**config.mk**
```make
export PLATFORM = sky130hd
export DESIGN_NAME = pem_monitor
export DESIGN_NICKNAME = d
export VERILOG_FILES = /design/src/hdl/pem_pkg.sv /design/src/hdl/pem_monitor.sv
export SDC_FILE = /design/constraint.sdc
export NUM_CORES = 1
export LEC_CHECK = 0
export BUFFER_PORTS_ARGS = -buffer_cell sky130_fd_sc_hd__buf_2
export CORE_ASPECT_RATIO = 0.75
export CORE_MARGIN = 5
export CORE_UTILIZATION = 30
export DETAILED_ROUTE_END_ITERATION = 16
export GPL_ROUTABILITY_DRIVEN = 0
export GPL_TIMING_DRIVEN = 1
export PLACE_DENSITY_LB_ADDON = 0.05
export SYNTH_ARGS = -nofsm -noshare
export SYNTH_HDL_FRONTEND = slang
export SYNTH_SLANG_ARGS = --single-unit
```
**constraint.sdc**
```tcl
create_clock -name clk_in -period 25.9 [get_ports clk_in]
set_clock_uncertainty 0.05 [all_clocks]
set_input_delay 2.59 -clock clk_in [delete_from_list [all_inputs] [get_ports clk_in]]
set_output_delay 2.59 -clock clk_in [all_outputs]
set_load 0.1 [all_outputs]
```
**src/hdl/pem_pkg.sv**
```systemverilog
// Constants for the peak error monitor and loopback control block
package pem_pkg;
   localparam int unsigned REG_W = 16;
   localparam int unsigned IDX_W = 5;
   // Management register indexes
   localparam logic [4:0] IDX_BASE_CTRL = 5'h00;
   localparam logic [4:0] IDX_EXT_CTRL  = 5'h0D;
   localparam logic [4:0] IDX_EXT_WIN   = 5'h0E;
   // Extended space device and register addresses
   localparam logic [4:0]  EXT_DEV_QUALITY = 5'h1E;
   localparam logic [15:0] EXT_ADDR_CFG    = 16'h00D0;
   localparam logic [15:0] EXT_ADDR_RESULT = 16'h00D1;
   // Basic control bits
   localparam int unsigned BC_SOFT_RST = 15;
   localparam int unsigned BC_LOOP     = 14;
   localparam int unsigned BC_PWR_DWN  = 11;
   localparam int unsigned BC_COL_TEST = 7;
   localparam logic [15:0] BC_RESET    = 16'h3100;
   localparam logic [15:0] BC_WMASK    = 16'h7980;
   // Extended access control fields
   localparam int unsigned EC_FN_LSB = 14;
   localparam logic [15:0] EC_WMASK  = 16'hC01F;
   localparam logic [1:0]  FN_ADDR   = 2'h0;
   localparam logic [1:0]  FN_DATA   = 2'h1;
   localparam logic [1:0]  FN_INC_RW = 2'h2;
   localparam logic [1:0]  FN_INC_W  = 2'h3;
   // Quality configuration fields
   localparam int unsigned CFG_EN        = 0;
   localparam int unsigned CFG_SQU       = 1;
   localparam int unsigned CFG_CAPT      = 2;
   localparam int unsigned CFG_GAIN_LSB  = 4;
   localparam int unsigned CFG_SCALE_LSB = 8;
   localparam int unsigned FLD_W         = 4;
   localparam logic [15:0] CFG_RESET     = 16'h0000;
   localparam logic [15:0] CFG_WMASK     = 16'h0FF3;
   // Result fields
   localparam int unsigned RES_CUR_LSB   = 0;
   localparam int unsigned RES_WORST_LSB = 8;
   localparam int unsigned RES_W         = 6;
   localparam logic [5:0]  RES_MAX       = 6'h3F;
   localparam int unsigned SCALE_BIAS    = 3;
   // Datapath widths
   localparam int unsigned ERR_W  = 7;
   localparam int unsigned SQ_W   = 11;
   localparam int unsigned FRAC_W = 16;
   localparam int unsigned ACC_W  = SQ_W + FRAC_W;
   // Peak interval in received symbols
   localparam int unsigned INTERVAL_SYMBOLS = 65536;
   localparam int unsigned CNT_W            = 17;
endpackage
```
**src/hdl/pem_monitor.sv**
```systemverilog
// Peak error monitor, extended register access and near-end loopback
// Notes on behaviour
// - Monitor runs only while enable bit set
// - Filter adds weighted error difference each sample
// - Weight is divide by two to gain
// - Store interval maximum every 65536 symbols
// - Result is peak over two to scale+3
// - Result saturates at 63
// - Capture bit self-clears and latches result
// - Result register also holds worst case
// - Quality registers live under device 30
// - Loopback routes transmit data to receive
// - Loopback keeps collision quiet unless self-test
// - Loopback powers transmitters down
// - Answer only own management address
// - Indirect access through indexes 13 and 14
// - Loopback is control bit 14, reset zero
// - Collision self-test bit 7 asserts collision while tx_en_in is high
`timescale 1ns/1ns
module pem_monitor #(
   parameter logic [4:0]  PHY_ADDR         = 5'h01,
   parameter int unsigned INTERVAL_SYMBOLS = pem_pkg::INTERVAL_SYMBOLS
) (
   // Clock and reset
   input  wire logic                              clk_in,
   input  wire logic                              rst_n_in,
   // Management register port
   input  wire logic [pem_pkg::IDX_W-1:0]         mgmt_phy_addr_in,
   input  wire logic [pem_pkg::IDX_W-1:0]         mgmt_reg_in,
   input  wire logic [pem_pkg::REG_W-1:0]         mgmt_wdata_in,
   input  wire logic                              mgmt_wr_in,
   input  wire logic                              mgmt_rd_in,
   output logic      [pem_pkg::REG_W-1:0]         mgmt_rdata_out,
   output logic                                   mgmt_rvalid_out,
   // Receive slicer error
   input  wire logic                              sample_valid_in,
   input  wire logic signed [pem_pkg::ERR_W-1:0]  slicer_err_in,
   // MII side and line side
   input  wire logic                              tx_en_in,
   input  wire logic [3:0]                        txd_in,
   input  wire logic                              line_rx_dv_in,
   input  wire logic [3:0]                        line_rxd_in,
   input  wire logic                              line_col_in,
   output logic                                   rx_dv_out,
   output logic      [3:0]                        rxd_out,
   output logic                                   col_out,
   output logic                                   line_tx_en_out,
   output logic      [3:0]                        line_txd_out,
   output logic                                   line_tx_power_out
);
   import pem_pkg::*;

   localparam logic [CNT_W-1:0] CNT_LAST = CNT_W'(INTERVAL_SYMBOLS - 1);

   logic [REG_W-1:0] base_ctrl, next_base_ctrl, ext_ctrl, next_ext_ctrl;
   logic [REG_W-1:0] ext_addr, next_ext_addr, cfg, next_cfg;
   logic [REG_W-1:0] next_rdata, ext_rd_val;
   logic             capture_pulse, next_capture_pulse, next_rvalid;
   logic             sel, wr, rd, data_fn, dev_ok, win_wr, win_rd;
   logic             result_read;
   logic [1:0]       fn;

   logic [ACC_W-1:0]   acc, next_acc;
   logic [CNT_W-1:0]   cnt, next_cnt;
   logic [SQ_W-1:0]    int_max, next_int_max, stored, next_stored;
   logic [SQ_W-1:0]    sq_val, filt_new, peak_new;
   logic [RES_W-1:0]   result_cur, next_result_cur, worst, next_worst;
   logic [RES_W-1:0]   scaled_now, scaled_new;
   logic               worst_seed, next_worst_seed, store_evt, en, loop_on;
   logic [5:0]         mag;
   logic signed [ACC_W:0] diff, step;
   logic [FLD_W-1:0]   gain, scale;

   function automatic logic [RES_W-1:0] sat_scale(
      input logic [SQ_W-1:0]  val,
      input logic [FLD_W-1:0] sh
   );
      logic [SQ_W-1:0] q;
      q = val >> (32'(sh) + SCALE_BIAS);
      sat_scale = (q > SQ_W'(RES_MAX)) ? RES_MAX : q[RES_W-1:0];
   endfunction

   // Register access decode
   assign sel     = (mgmt_phy_addr_in == PHY_ADDR);
   assign wr      = mgmt_wr_in & sel;
   assign rd      = mgmt_rd_in & sel;
   assign fn      = ext_ctrl[EC_FN_LSB+:2];
   assign data_fn = (fn != FN_ADDR);
   assign dev_ok  = (ext_ctrl[IDX_W-1:0] == EXT_DEV_QUALITY);
   assign win_wr  = wr & (mgmt_reg_in == IDX_EXT_WIN) & data_fn & dev_ok;
   assign win_rd  = rd & (mgmt_reg_in == IDX_EXT_WIN) & data_fn & dev_ok;
   assign result_read = win_rd & (ext_addr == EXT_ADDR_RESULT);

   always_comb begin
      ext_rd_val = '0;
      if (ext_addr == EXT_ADDR_CFG) begin
         ext_rd_val = cfg;
      end else if (ext_addr == EXT_ADDR_RESULT) begin
         ext_rd_val[RES_CUR_LSB+:RES_W]   = result_cur;
         ext_rd_val[RES_WORST_LSB+:RES_W] = worst;
      end
   end

   always_comb begin
      next_base_ctrl     = base_ctrl;
      next_ext_ctrl      = ext_ctrl;
      next_ext_addr      = ext_addr;
      next_cfg           = cfg;
      next_capture_pulse = 1'b0;
      next_rvalid        = rd;
      next_rdata         = '0;
      if (wr) begin
         case (mgmt_reg_in)
            IDX_BASE_CTRL: begin
               // Soft reset loads BC_RESET and CFG_RESET; the reset bit itself reads back zero
               if (mgmt_wdata_in[BC_SOFT_RST]) begin
                  next_base_ctrl = BC_RESET;
                  next_cfg       = CFG_RESET;
               end else begin
                  next_base_ctrl = mgmt_wdata_in & BC_WMASK;
               end
            end
            IDX_EXT_CTRL: next_ext_ctrl = mgmt_wdata_in & EC_WMASK;
            IDX_EXT_WIN: begin
               if (!data_fn) begin
                  next_ext_addr = mgmt_wdata_in;
               end else if (win_wr && ext_addr == EXT_ADDR_CFG) begin
                  next_cfg           = mgmt_wdata_in & CFG_WMASK;
                  next_capture_pulse = mgmt_wdata_in[CFG_CAPT];
               end
            end
            default: ;
         endcase
      end
      if ((win_rd && fn == FN_INC_RW) ||
          (win_wr && (fn == FN_INC_RW || fn == FN_INC_W))) begin
         next_ext_addr = ext_addr + 16'h0001;
      end
      if (rd) begin
         case (mgmt_reg_in)
            IDX_BASE_CTRL: next_rdata = base_ctrl;
            IDX_EXT_CTRL:  next_rdata = ext_ctrl;
            IDX_EXT_WIN:   next_rdata = !data_fn ? ext_addr :
                                        dev_ok ? ext_rd_val : '0;
            default:       next_rdata = '0;
         endcase
      end
   end

   always_ff @(posedge clk_in or negedge rst_n_in) begin
      if (!rst_n_in) begin
         base_ctrl       <= BC_RESET;
         ext_ctrl        <= '0;
         ext_addr        <= '0;
         cfg             <= CFG_RESET;
         capture_pulse   <= 1'b0;
         mgmt_rdata_out  <= '0;
         mgmt_rvalid_out <= 1'b0;
      end else begin
         base_ctrl       <= next_base_ctrl;
         ext_ctrl        <= next_ext_ctrl;
         ext_addr        <= next_ext_addr;
         cfg             <= next_cfg;
         capture_pulse   <= next_capture_pulse;
         mgmt_rdata_out  <= next_rdata;
         mgmt_rvalid_out <= next_rvalid;
      end
   end

   // Peak error datapath
   assign en    = cfg[CFG_EN];
   assign gain  = cfg[CFG_GAIN_LSB+:FLD_W];
   assign scale = cfg[CFG_SCALE_LSB+:FLD_W];
   assign mag   = slicer_err_in[ERR_W-1] ? 6'(-slicer_err_in)
                                         : 6'(slicer_err_in);
   // Absolute mode kept for bring-up; squared mode is the intended use
   // Widen before squaring so the top bit of 32 squared is kept
   assign sq_val = cfg[CFG_SQU] ? SQ_W'(mag) * SQ_W'(mag) : SQ_W'(mag);
   assign diff   = $signed({1'b0, sq_val, FRAC_W'(0)})
                 - $signed({1'b0, acc});
   assign step   = diff >>> gain;
   assign filt_new = next_acc[ACC_W-1:FRAC_W];
   assign peak_new = (filt_new > int_max) ? filt_new : int_max;
   assign store_evt  = en & sample_valid_in & (cnt == CNT_LAST);
   assign scaled_now = sat_scale(stored, scale);
   assign scaled_new = sat_scale(peak_new, scale);

   always_comb begin
      next_acc        = acc;
      next_cnt        = cnt;
      next_int_max    = int_max;
      next_stored     = stored;
      next_result_cur = result_cur;
      next_worst      = worst;
      next_worst_seed = worst_seed;
      if (!en) begin
         // Disabled monitor restarts cleanly on the next enable
         next_acc     = '0;
         next_cnt     = '0;
         next_int_max = '0;
      end else if (sample_valid_in) begin
         next_acc = ACC_W'($signed({1'b0, acc}) + step);
         if (store_evt) begin
            next_stored  = peak_new;
            next_int_max = '0;
            next_cnt     = '0;
         end else begin
            next_int_max = peak_new;
            next_cnt     = cnt + 1'b1;
         end
      end
      if (capture_pulse) begin
         next_result_cur = scaled_now;
      end
      // A read in the same cycle makes this store the new seed
      if (store_evt) begin
         next_worst_seed = 1'b0;
         if (worst_seed || result_read || scaled_new > worst) begin
            next_worst = scaled_new;
         end
      end else if (result_read) begin
         next_worst_seed = 1'b1;
      end
   end

   always_ff @(posedge clk_in or negedge rst_n_in) begin
      if (!rst_n_in) begin
         acc        <= '0;
         cnt        <= '0;
         int_max    <= '0;
         stored     <= '0;
         result_cur <= '0;
         worst      <= '0;
         worst_seed <= 1'b1;
      end else begin
         acc        <= next_acc;
         cnt        <= next_cnt;
         int_max    <= next_int_max;
         stored     <= next_stored;
         result_cur <= next_result_cur;
         worst      <= next_worst;
         worst_seed <= next_worst_seed;
      end
   end

   // Near-end loopback path
   assign loop_on = base_ctrl[BC_LOOP];
   logic       next_rx_dv, next_col, next_tx_en, next_power;
   logic [3:0] next_rxd, next_txd;

   always_comb begin
      next_rx_dv = loop_on ? tx_en_in : line_rx_dv_in;
      next_rxd   = loop_on ? txd_in : line_rxd_in;
      next_col   = loop_on ? (base_ctrl[BC_COL_TEST] & tx_en_in)
                           : (line_col_in |
                              (base_ctrl[BC_COL_TEST] & tx_en_in));
      next_tx_en = ~loop_on & tx_en_in;
      next_txd   = loop_on ? 4'h0 : txd_in;
      next_power = ~loop_on & ~base_ctrl[BC_PWR_DWN];
   end

   always_ff @(posedge clk_in or negedge rst_n_in) begin
      if (!rst_n_in) begin
         rx_dv_out         <= 1'b0;
         rxd_out           <= 4'h0;
         col_out           <= 1'b0;
         line_tx_en_out    <= 1'b0;
         line_txd_out      <= 4'h0;
         line_tx_power_out <= 1'b0;
      end else begin
         rx_dv_out         <= next_rx_dv;
         rxd_out           <= next_rxd;
         col_out           <= next_col;
         line_tx_en_out    <= next_tx_en;
         line_txd_out      <= next_txd;
         line_tx_power_out <= next_power;
      end
   end

   // Checks
   // Reference quotient; a wide shift amount avoids wrap at scale 13+
   logic [SQ_W-1:0] chk_quot;
   assign chk_quot = stored >> (32'(scale) + SCALE_BIAS);
endmodule

```
Yosys cells after proc, flatten, opt, wreduce, memory -nomap -nowiden
Index checks and enable logic that the tools add are counted.
{"block": "totals", "regBits": 164, "in_bits": 49, "out_inout_bits": 29, "elab_cells": 127}
{"block": "op_classes", "addsub": 6, "multipliers": 1, "n_lt_le_gt_ge": 4, "n_eq_ne": 14, "shifts": 3, "n_mux": 42, "bitwise_logic": 17, "reduce_logical": 19}
{"op": "16-bit 2-to-1 mux", "count": 10}
{"op": "11-bit 2-to-1 mux", "count": 5}
{"op": "27-bit 2-to-1 mux", "count": 2}
{"op": "17-bit 2-to-1 mux", "count": 3}
{"op": "16-bit one-hot mux with 3 select lines", "count": 1}
{"op": "6-bit 2-to-1 mux", "count": 7}
{"op": "16-bit by 8-bit equality test with 1-bit output (second input constant)", "count": 2}
{"op": "16-bit one-hot mux with 2 select lines", "count": 1}
{"op": "11-bit by 32-bit >> shifter with 11-bit output", "count": 1}
{"op": "28-bit by 4-bit >>> shifter with 27-bit output", "count": 1}
{"op": "27-bit by 27-bit subtractor with 28-bit output", "count": 1}
{"op": "27-bit adder", "count": 1}
{"op": "11-bit by 6-bit greater-than comparator with 1-bit output (second input constant)", "count": 2}
{"op": "17-bit by 1-bit adder with 17-bit output (second input constant)", "count": 1}
{"op": "17-bit by 16-bit equality test with 1-bit output (second input constant)", "count": 1}
{"op": "16-bit by 1-bit adder with 16-bit output (second input constant)", "count": 1}
{"op": "15-bit 2-to-1 mux", "count": 1}
{"op": "1-bit bitwise AND", "count": 14}
{"op": "11-bit greater-than comparator", "count": 1}
{"op": "6-bit by 6-bit multiplier with 11-bit output", "count": 1}
{"op": "11-bit by 5-bit >> shifter with 11-bit output", "count": 1}
{"op": "5-bit by 4-bit equality test with 1-bit output (second input constant)", "count": 2}
{"op": "2-bit nonzero test", "count": 5}
{"op": "1-bit 2-to-1 mux", "count": 8}
{"op": "18 further kinds", "count": 33}

Depth between registers and ports, before layout
Gate-level depths: netlist (run 1).
{"block": "logic_depth", "ltp_word": 17, "ltp_mapped": 64, "mapped_depth_nobuf": 61}

Worst setup path after synthesis (run 1)
OpenSTA, ideal clock, no wires.
{"block": "synth_path", "kind": "input port to flip-flop", "start": "in slicer_err_in[0] in the netlist's numbering", "end": "reg worst[5]", "setup_time_ns": 0.132, "t_arrival_ns": 13.672, "t_required_ns": 25.718, "setup_slack_ns": 12.046, "stages": 60, "n_path_buf": 3, "cell_sequence": "or3_1 > o31ai_1 > xor2_1 > nand2b_1 > fa_1 > inv_1 > ha_1 > a21oi_1 > fa_1 > inv_1 > ha_1 > nor2b_1 > o21ai_0 > nand2b_1 > xor2_1 > and2_1 > ha_1 > buf_2 > [24 not listed] > mux2i_1 > nor3b_4 > o2111ai_1 > o21ai_0 > a311o_1 > nand2_1 > ha_1 > nor2b_1 > o21a_1 > o21a_1 > o21ai_0 > nand2b_1 > a21oi_1 > o21ai_0 > and3_1 > clkbuf_1 > nand2_1 > o22ai_1"}
{"block": "synth_between", "elab_chain_len": 17}
{"item": "start, declared", "line_no": "pem_monitor.sv:37", "rtl": "input wire logic signed [pem_pkg::ERR_W-1:0] slicer_err_in,"}
{"item": "6-bit negation", "line_no": "pem_monitor.sv:174", "rtl": "assign mag = slicer_err_in[ERR_W-1] ? 6'(-slicer_err_in)"}
{"item": "6-bit 2-to-1 mux *", "line_no": "pem_monitor.sv:174"}
{"item": "6-bit by 6-bit multiplier with 11-bit output", "line_no": "pem_monitor.sv:178", "rtl": "assign sq_val = cfg[CFG_SQU] ? SQ_W'(mag) * SQ_W'(mag) : SQ_W'(mag);"}
{"item": "11-bit 2-to-1 mux *", "line_no": "pem_monitor.sv:178"}
{"item": "27-bit by 27-bit subtractor with 28-bit output *", "line_no": "pem_monitor.sv:180", "rtl": "- $signed({1'b0, acc});"}
{"item": "28-bit by 4-bit >>> shifter with 27-bit output *", "line_no": "pem_monitor.sv:181", "rtl": "assign step = diff >>> gain;"}
{"item": "27-bit adder *", "line_no": "pem_monitor.sv:202", "rtl": "next_acc = ACC_W'($signed({1'b0, acc}) + step);"}
{"item": "27-bit 2-to-1 mux *", "line_no": "pem_monitor.sv:201", "rtl": "end else if (sample_valid_in) begin"}
{"item": "[1 not listed]"}
{"item": "via next_acc[26]", "line_no": "pem_monitor.sv:63", "rtl": "logic [ACC_W-1:0] acc, next_acc;"}
{"item": "[1 not listed]"}
{"item": "11-bit 2-to-1 mux *", "line_no": "pem_monitor.sv:183", "rtl": "assign peak_new = (filt_new > int_max) ? filt_new : int_max;"}
{"item": "11-bit by 32-bit >> shifter with 11-bit output *", "line_no": "pem_monitor.sv:79", "rtl": "q = val >> (32'(sh) + SCALE_BIAS);"}
{"item": "11-bit by 6-bit greater-than comparator with 1-bit output", "line_no": "pem_monitor.sv:80", "rtl": "sat_scale = (q > SQ_W'(RES_MAX)) ? RES_MAX : q[RES_W-1:0];"}
{"item": "6-bit 2-to-1 mux *", "line_no": "pem_monitor.sv:80"}
{"item": "via scaled_new[1]", "line_no": "pem_monitor.sv:68", "rtl": "logic [RES_W-1:0] scaled_now, scaled_new;"}
{"item": "6-bit greater-than comparator *", "line_no": "pem_monitor.sv:218", "rtl": "if (worst_seed || result_read || scaled_new > worst) begin"}
{"item": "1-bit logical OR *", "line_no": "pem_monitor.sv:218"}
{"item": "2-bit AND reduction (no source line) *"}
{"item": "end signal, assigned", "line_no": "pem_monitor.sv:241", "rtl": "worst <= next_worst;"}
{"item": "end, declared", "line_no": "pem_monitor.sv:67", "rtl": "logic [RES_W-1:0] result_cur, next_result_cur, worst, next_worst;"}
Mark *: on every way through the listed nets, which the timed path passes. The rest lies on a longest branch. The select of a mux whose other input is x is not followed.
A chain may end at the register's enable or synchronous reset.

Worst setup path after layout (run 1)
{"block": "layout_path", "start": "in slicer_err_in[0] in the netlist's numbering", "end": "reg worst[4]"}
Same word-level chain as after synthesis.

==> results of run 1 <==
-- worst register-to-register path: cells and delay by family (launching register included) --
family	cells	cell delay (ps)
compound gates	22	5290
mux	4	1430
fa+ha+maj	4	1320
simple gates	9	2060
flops	1	630
xor+xnor	2	330
-- cell families (layout without fill, tap and decap cells) --
family,after synthesis,count (layout),share of synthesized area [%]
AND/OR/NAND/NOR,517,517,20.6
AO/OA/AOI/OAI,435,435,23.9
buffers and inverters,161,208,5.01
flip-flops,145,145,29.7
adder cells (fa/ha/maj),85,85,9.24
multiplexers,80,80,7.85
XOR/XNOR,52,52,3.78
-- placed cells by master, fill, tap and decap left out, types with 8 or more instances in the layout --
master / instances
a221o_1: 8
o21ai_1: 9
a21o_1: 17
nand3_1: 32
and3_1: 25
xnor2_1: 37
inv_1: 80
buf_4: 16
a211oi_1: 17
ha_1: 76
nor2_1: 147
dfrtp_1: 140
nor4_1: 9
clkbuf_16: 17
fa_1: 9
o21ai_0: 116
mux2i_1: 33
nand4_1: 17
nand2b_1: 20
a31oi_1: 21
xor2_1: 14
nor3_1: 24
or3_1: 8
nor2b_1: 33
o211ai_1: 14
nand2_1: 149
o21a_1: 16
and2_1: 16
a222oi_1: 11
buf_2: 76
mux2_2: 38
mux4_2: 9
a22o_1: 17
a21oi_1: 90
-- stage by stage --
step,utilization [%],total power (W)
final,33.9,0.000613
after detailed placement,32.3,0.000340
after global routing,33.9,0.000645
after global placement,32.3,0.000341
after floorplan,-,0.000308
after CTS,33.9,0.000623
-- where the power goes --
part           switching [W]  internal [W]  leakage, nW
Combinational      0.0000672     0.0000392         3.91
Sequential        0.00000166      0.000228         1.96
Clock               0.000106      0.000170        0.316
Total               0.000175      0.000437         6.18
-- layer usage --
metal	vias up	part of all wire (%)	wire, um
met1	5428	56	22900
met3	32	4.7	1920
met2	214	38	15800
li1	5449	-	-
met4	2	0.96	393
met5	-	0.032	13
-- registers in the layout (all words and copies together), names as in the netlist, 6 cells and up --
signal / flops
cnt: 17
result_cur: 6
mgmt_rdata_out: 16
int_max: 11
cfg: 10
stored: 8
worst: 6
acc: 27
base_ctrl: 6
ext_ctrl: 7
ext_addr: 16
-- worst paths after layout --
kind / from / end / slack [ps]
worst max-delay path: slicer_err_in[0] / worst[4] / 10510
worst min-delay path: base_ctrl[11] / line_tx_power_out / 410
worst max register to register: cfg[1] / worst[4] / 14690
worst min register to register: base_ctrl[11] / line_tx_power_out / 410
max in group asynchronous: rst_n_in / cfg[4] / 22130
min in group asynchronous: rst_n_in / cnt[9] / 2150
-- final cells by class --
class	instances	area, um2
fill	4233	26800
multi-input combinational	1169	8010
sequential	145	3630
tap	528	661
timing repair buffer	93	512
clock buffer	21	470
inverter	83	312
clock inverter	11	175
==> run metrics, run 1 <==
placed insts=approximately 2k; Mapped Cells=1475; Critical path buffers and inverters=5; number of max-cap violations=0; CP startpoint kind=input pin; Most used DFF post-synth=dfrtp_1; Yosys cell types=90; Slew Limit Fails=0; flops & latches, synth=145; drt total wl=41100 um; Setup TNS=0 ps; hpwl dp=30900 um; syn nets=1609; CP Capture Type=flip-flop; Achievable Freq=0.0650 GHz; Avg Vias per Cell=5.43; top cell family by delay on the critical path=compound AO/OA/AOI/OAI gates; VDD IR max=between 40 and 50 uV; first-iteration detailed-routing DRC count=around 820; H-tree depth=4; Synth top area share=~29%; Worst EP required=26170 ps; PortBufs=77; Via Count=roughly 11k; TritonCTS clock tree=built; Ant. Diodes=0; placed cell area=13100 um2; die area=45000 um2; synth warn=0; layout cells sized above 1=13.9%; Worst Path Max Fanout=13; WL per Instance=20.0 um; clk_lat worst skew=between 400 and 500 ps; met2 GRT Util=23.8%; Total GRT Usage=a little under a fifth; post-synthesis sequential area ratio=29.7%; post_cts resized=0; Hold Vio Cnt, Final=0; Die Ht=185 um; Final Cycle Share=59.4%; drt pass-1 iters=8; clk buf depth=2; Worst EP arrival=~16000 ps; pin count of the biggest net entering global routing=79; final non-filler cell total=2050; Core Box Area=40600 um2; Least-Margin Pin Slew=1130 ps; initial antenna violation count=1; CP Class=input pin to flip-flop; met1 GRT Util=around 30%; Clock Sinks=145; worst hold slack=409 ps; HP Class=flip-flop to flip-flop; Reg2Reg Depth=41; power density cells=44.5 nW/um2; Boundary Pins=just under 80; area grow syn2layout=12.5%; first-pass GRT wire length=63900 um; Final setup viols=0; Die Wd=243 um; CTS root buffer=clkbuf_16; met3 usage=4.14%; setup ws final=10510 ps; Most Used Layer, Global Route=met1; status=finished, final reports clean; Post-DRT Antenna Nets=0; worst slack at placement=10150 ps; Final nets=1643; overflow left after global routing=0; Post-synth EDFFs=0; most used cell, CP=ha_1; Leakage=6.18 nW; slew margin rel.=24.4%; Rows=64; Slowest cell on crit path=o21ai_1; post-route design area=13800 um2; most frequent cell after synthesis=nand2_1; post-synthesis async set-or-reset flop share=100%; Commonest cells post-synth=nand2_1, nor2_1, dfrtp_1; RSZ-0062 raised after global routing=no; Synth Cell Area=12200 um2; hold path cells=1; top post-synthesis cells by area=dfrtp_1, ha_1, o21ai_0; Reg clk slew, reported paths=approximately 60 ps; slowest stage delay, CP=760 ps; Levels on crit path=between 50 and 60; synthesized area per cell=8.30 um2; cts bufs inserted=17; initial core utilization=30.2%; area leader, netlist=dfrtp_1; cts hold-fix bufs=0; setup bufs post-CTS=0; DRC Markers=0; Period minus WS final=15390 ps; vias in the first global route=10.6k
Power figures use the tool's default switching activity.
==> run 2, diff against run 1 <==
Clock period 25.9 ns to 14.1 ns, I/O delays scaled along.
==> run 2 against run 1 <==
Compared with the run above: combinational power rose by 87%; die area is the same; largest cell class unchanged; count of clock-buffer cells in the layout unchanged; worst setup slack got worse by 9700 ps; core utilization up 0.35 points; non-clock buffer count is 14 higher; first-iteration DRC count increased by 7.5%; sequential power is 83% higher; flip-flop and latch count did not move; worst hold slack gained 9.0 ps; cell count rose by 0.73%.
==> run metrics, run 2 (synthesis gave the netlist of run 1 again) <==
status=finished, final reports clean; worst slack at placement=43.4 ps; FF-to-FF setup slack=3570 ps; hpwl dp=31000 um; Hold Vio Cnt, Final=0; pin count of the biggest net entering global routing=79; most common cell after layout, fill and taps aside=nand2_1; area grow syn2layout=13.6%; most frequent cells in the layout=nand2_1, nor2_1, dfrtp_1; overflow left after global routing=0; HP Class=flip-flop to flip-flop; H-tree depth=4; Period minus WS final=13290 ps; CP Class=input pin to flip-flop; WL per Instance=19.7 um; Clock Sinks=145; CP startpoint kind=input pin; Die Ht=185 um; TritonCTS clock tree=built; Core Box Area=40600 um2; clk buf depth=2; top flop regs=acc x27, cnt x17; number of max-cap violations=0; Worst EP required=14380 ps; slew margin rel.=28.9%; Total GRT Usage=17.8%; slowest stage delay, CP=about 530 ps; Worst EP arrival=13570 ps; Largest register FFs=27; initial core utilization=30.2%; drt total wl=40700 um; Most Used Layer, Global Route=met1; drt pass-1 iters=6; Least-Margin Pin Slew=1060 ps; vias in the first global route=10.6k; Via Count=around 11k; Post-DRT Antenna Nets=0; CP Capture Type=flip-flop; cts bufs inserted=17; first-pass GRT wire length=63100 um; die area=between 40000 and 50000 um2; Final Cycle Share=between 90 and 100%; Largest Register=acc; Achievable Freq=about 0.075 GHz; PortBufs=77; Total Power=0.00111 W; setup ws final=a little over 800 ps; clk_lat worst skew=450 ps; most used cell, CP=ha_1; Setup TNS=0 ps; hold path cells=1; Slowest cell on crit path=fa_1; met2 GRT Util=23.3%; first-iteration detailed-routing DRC count=885; # fillers=4175; Rows=64; Worst Path Max Fanout=11; met3 usage=3.42%; Avg Vias per Cell=5.43; RSZ-0062 raised after global routing=no; Reg clk slew, reported paths=60 ps; Final nets=1657; Slew Limit Fails=0; Boundary Pins=78; final core utilization=34.3%; layout cells sized above 1=between 10% and 20%; power density cells=80.1 nW/um2; met1 GRT Util=29.8%; Die Wd=243 um; initial antenna violation count=0; VDD IR max=85.2 uV; Final setup viols=0; DRC Markers=0; Reg2Reg Depth=43; CTS root buffer=clkbuf_16; cts hold-fix bufs=0; Leakage=roughly 6.3 nW
[run 2: power breakdown]
part	total (W)	switching, W	internal, W
sequential	0.000422	0.00000303	0.000419
clock	0.000494	0.000196	0.000299
combinational	0.000198	0.000123	0.0000743
total	0.00111	0.000322	0.000792
[run 2: critical path: cells and delay by family]
kind	cells	cell delay [ps]
buffers and inverters	5	420
and+or+nand+nor	14	2240
xor gates and xnor gates	4	720
adders and majority gates	9	2880
muxes	1	290
AOI/OAI and AO/OA	26	5610
[run 2: stage by stage]
stage / cells / instance area [um2] / hold slack, ps
after floorplan: 1475 / 12200 / 367
after global placement: 2026 / 13200 / 414
after detailed placement: 2026 / 13200 / 415
after CTS: 2058 / 13800 / 423
after global routing: 2064 / 13900 / 444
final: 2065 / 13900 / 418
[run 2: what timing repair did]
item | 4_1_cts | 5_1_grt
setup buffers | 0 | 6
setup endpoints to repair | 0 | 6
gates resized for setup | 0 | 10
[run 2: final cells by class]
class	count	area, um2	share of cell area, %
antenna	1	2.50	0.0180
timing repair buffer	107	617	4.43
clock inverter	11	150	1.08
clock buffer	21	480	3.45
sequential	145	3630	26.1
inverter	83	312	2.24
tap	528	661	4.75
multi-input combinational	1169	8060	57.9
[run 2: metal layers]
metal	vias up	wire, um
li1	5475	-
met1	5454	22700
met2	262	15600
met3	29	2140
met4	0	354
met5	-	0
[run 2: final timing paths]
| check | from | end |
|---|---|---|
| min in group asynchronous | rst_n_in | cnt[8] |
| worst max register to register | cfg[1] | worst[4] |
| worst min-delay path | base_ctrl[11] | line_tx_power_out |
| worst min register to register | base_ctrl[11] | line_tx_power_out |
| worst max-delay path | slicer_err_in[0] | worst[4] |
| max in group asynchronous | rst_n_in | cfg[4] |
==> run 3, diff against run 2 <==
Settings changed: SLEW_MARGIN set to 30.
Clock period 14.1 ns to 14.5 ns, I/O delays scaled along.
==> run 3 against run 2 <==
Compared with the run above: critical endpoint unchanged; highest routed layer unchanged; global-route usage rose by 0.33 points; cell count fell by 0.39%; clock power fell by 5.7%; core utilization fell by 0.27 points.
==> run metrics, run 3 (synthesis gave the netlist of run 1 again) <==
number of max-cap violations=0; Final nets=1650; Setup TNS=0 ps; Largest Register=acc; Hold Vio Cnt, Final=0; hpwl dp=~31000 um; HP Class=flip-flop to flip-flop; Logic pwr share=18.0%; cts hold-fix bufs=0; Final Cycle Share=93.0%; switching part of the total power=29.3%; Reg area=3640 um2; CP Class=input pin to flip-flop; slew margin rel.=between 40% and 50%; Slew Limit Fails=0; H-tree depth=4; # fillers=4257; power density cells=77.4 nW/um2; first-pass GRT wire length=64400 um; first-iteration detailed-routing DRC count=803; Die Ht=185 um; area grow syn2layout=12.7%; Achievable Freq=about 0.074 GHz; PortBufs=77; layout cells sized above 1=14.5%; Reg2Reg Depth=around 40; placed cell area=13200 um2; post-route design area=13800 um2; Final setup viols=0; most used cell, CP=ha_1; overflow left after global routing=0; Clock Sinks=145; cts bufs inserted=17; most common cell after layout, fill and taps aside=nand2_1; multi-input logic area=8030 um2; Period minus WS final=approximately 13000 ps; cell-internal power=~0.00076 W; initial core utilization=a little under a third; Leakage=6.20 nW; switching power total=0.000313 W; clk_lat worst skew=450 ps; CP Capture Type=flip-flop; Rows=64; Reg clk slew, reported paths=60 ps; Post-DRT Antenna Nets=0; DRC Markers=0; drt pass-1 iters=5; RSZ-0062 raised after global routing=no; VDD IR max=86.4 uV; drt total wl=40900 um; initial antenna violation count=0; Worst EP required=14790 ps; Sequential Power Share=38.4%; Worst Path Max Fanout=11; pin count of the biggest net entering global routing=between 70 and 80; vias in the first global route=10.7k; die area=45000 um2; Die Wd=243 um; Via Count=11.1k; status=finished, final reports clean; WL per Instance=19.9 um; Largest register FFs=27; hold path cells=1; Core Box Area=between 40000 and 50000 um2; Ant. Diodes=0; CP startpoint kind=input pin; slowest stage delay, CP=550 ps; Boundary Pins=78; Clk pwr share=43.6%; CTS root buffer=clkbuf_16; top flop regs=acc x27, cnt x17; clk buf depth=2; most frequent cells in the layout=nand2_1, nor2_1, dfrtp_1; Least-Margin Pin Slew=around 830 ps; Total GRT Usage=18.2%; TritonCTS clock tree=built; Slowest cell on crit path=nor4b_1; Avg Vias per Cell=approximately 5.4; Worst EP arrival=13780 ps
-- run 3: critical path, delay by kind of cell --
kind / cells / cell delay, ps
muxes: 1 / 290
and+or+nand+nor: 14 / 2410
xor gates and xnor gates: 4 / 690
buffers and inverters: 5 / 430
AOI/OAI and AO/OA: 26 / 5640
adders and majority gates: 9 / 2860
-- run 3: layout make-up --
| class | count | area share (%) |
|---|---|---|
| clock buffer | 19 | 3.21 |
| clock inverter | 13 | 1.16 |
| inverter | 83 | 2.26 |
| multi-input combinational | 1169 | 58.1 |
| sequential | 145 | 26.3 |
| tap | 528 | 4.79 |
| timing repair buffer | 100 | 4.11 |
-- run 3: through the flow --
stage	total power [W]	hold slack, ps	util (%)	worst slack (ps)	std cells
after floorplan	0.000550	367	-	1790	1475
after CTS	0.00108	423	33.9	865	2057
after global routing	0.00112	453	34.0	54.3	2057
final	0.00107	428	34.0	1010	2057
after global placement	0.000611	412	32.5	484	2025
after detailed placement	0.000610	411	32.5	400	2025
-- run 3: repair_timing --
| item | 4_1_cts | 5_1_grt |
|---|---|---|
| buffers inserted | 0 | 0 |
| setup endpoints to repair | 0 | 6 |
| gates resized for setup | 0 | 3 |
| hold endpoints to repair | 0 | 0 |
-- run 3: final timing paths --
kind / slack, ps / endpoint / startpoint
max reg2reg: 3810 / worst[4] / cfg[1]
min in group asynchronous: 1010 / cnt[10] / rst_n_in
min: 430 / line_tx_power_out / base_ctrl[11]
max in group asynchronous: 12190 / cfg[4] / rst_n_in
max: 1010 / worst[4] / slicer_err_in[0]
min reg2reg: 430 / line_tx_power_out / base_ctrl[11]
-- run 3: layer usage --
metal / GRT usage [%] / routed length [um] / part of all wire, % / up-vias
met5: 0 / 0 / 0 / -
met4: 3.52 / 337 / 0.82 / 0
met3: 3.19 / 2110 / 5.2 / 25
met2: 23.9 / 15700 / 38 / 244
met1: 30.2 / 22800 / 56 / 5401
li1: - / - / - / 5448
-- run 3: power groups by stage --
stage          Sequential, W  Clock, W  Combinational [W]
6_report            0.000411  0.000466           0.000192
5_1_grt             0.000411  0.000498           0.000215
4_1_cts             0.000410  0.000481           0.000193
3_5_place_dp        0.000418         0           0.000192
3_3_place_gp        0.000418         0           0.000193
2_1_floorplan       0.000429         0           0.000121
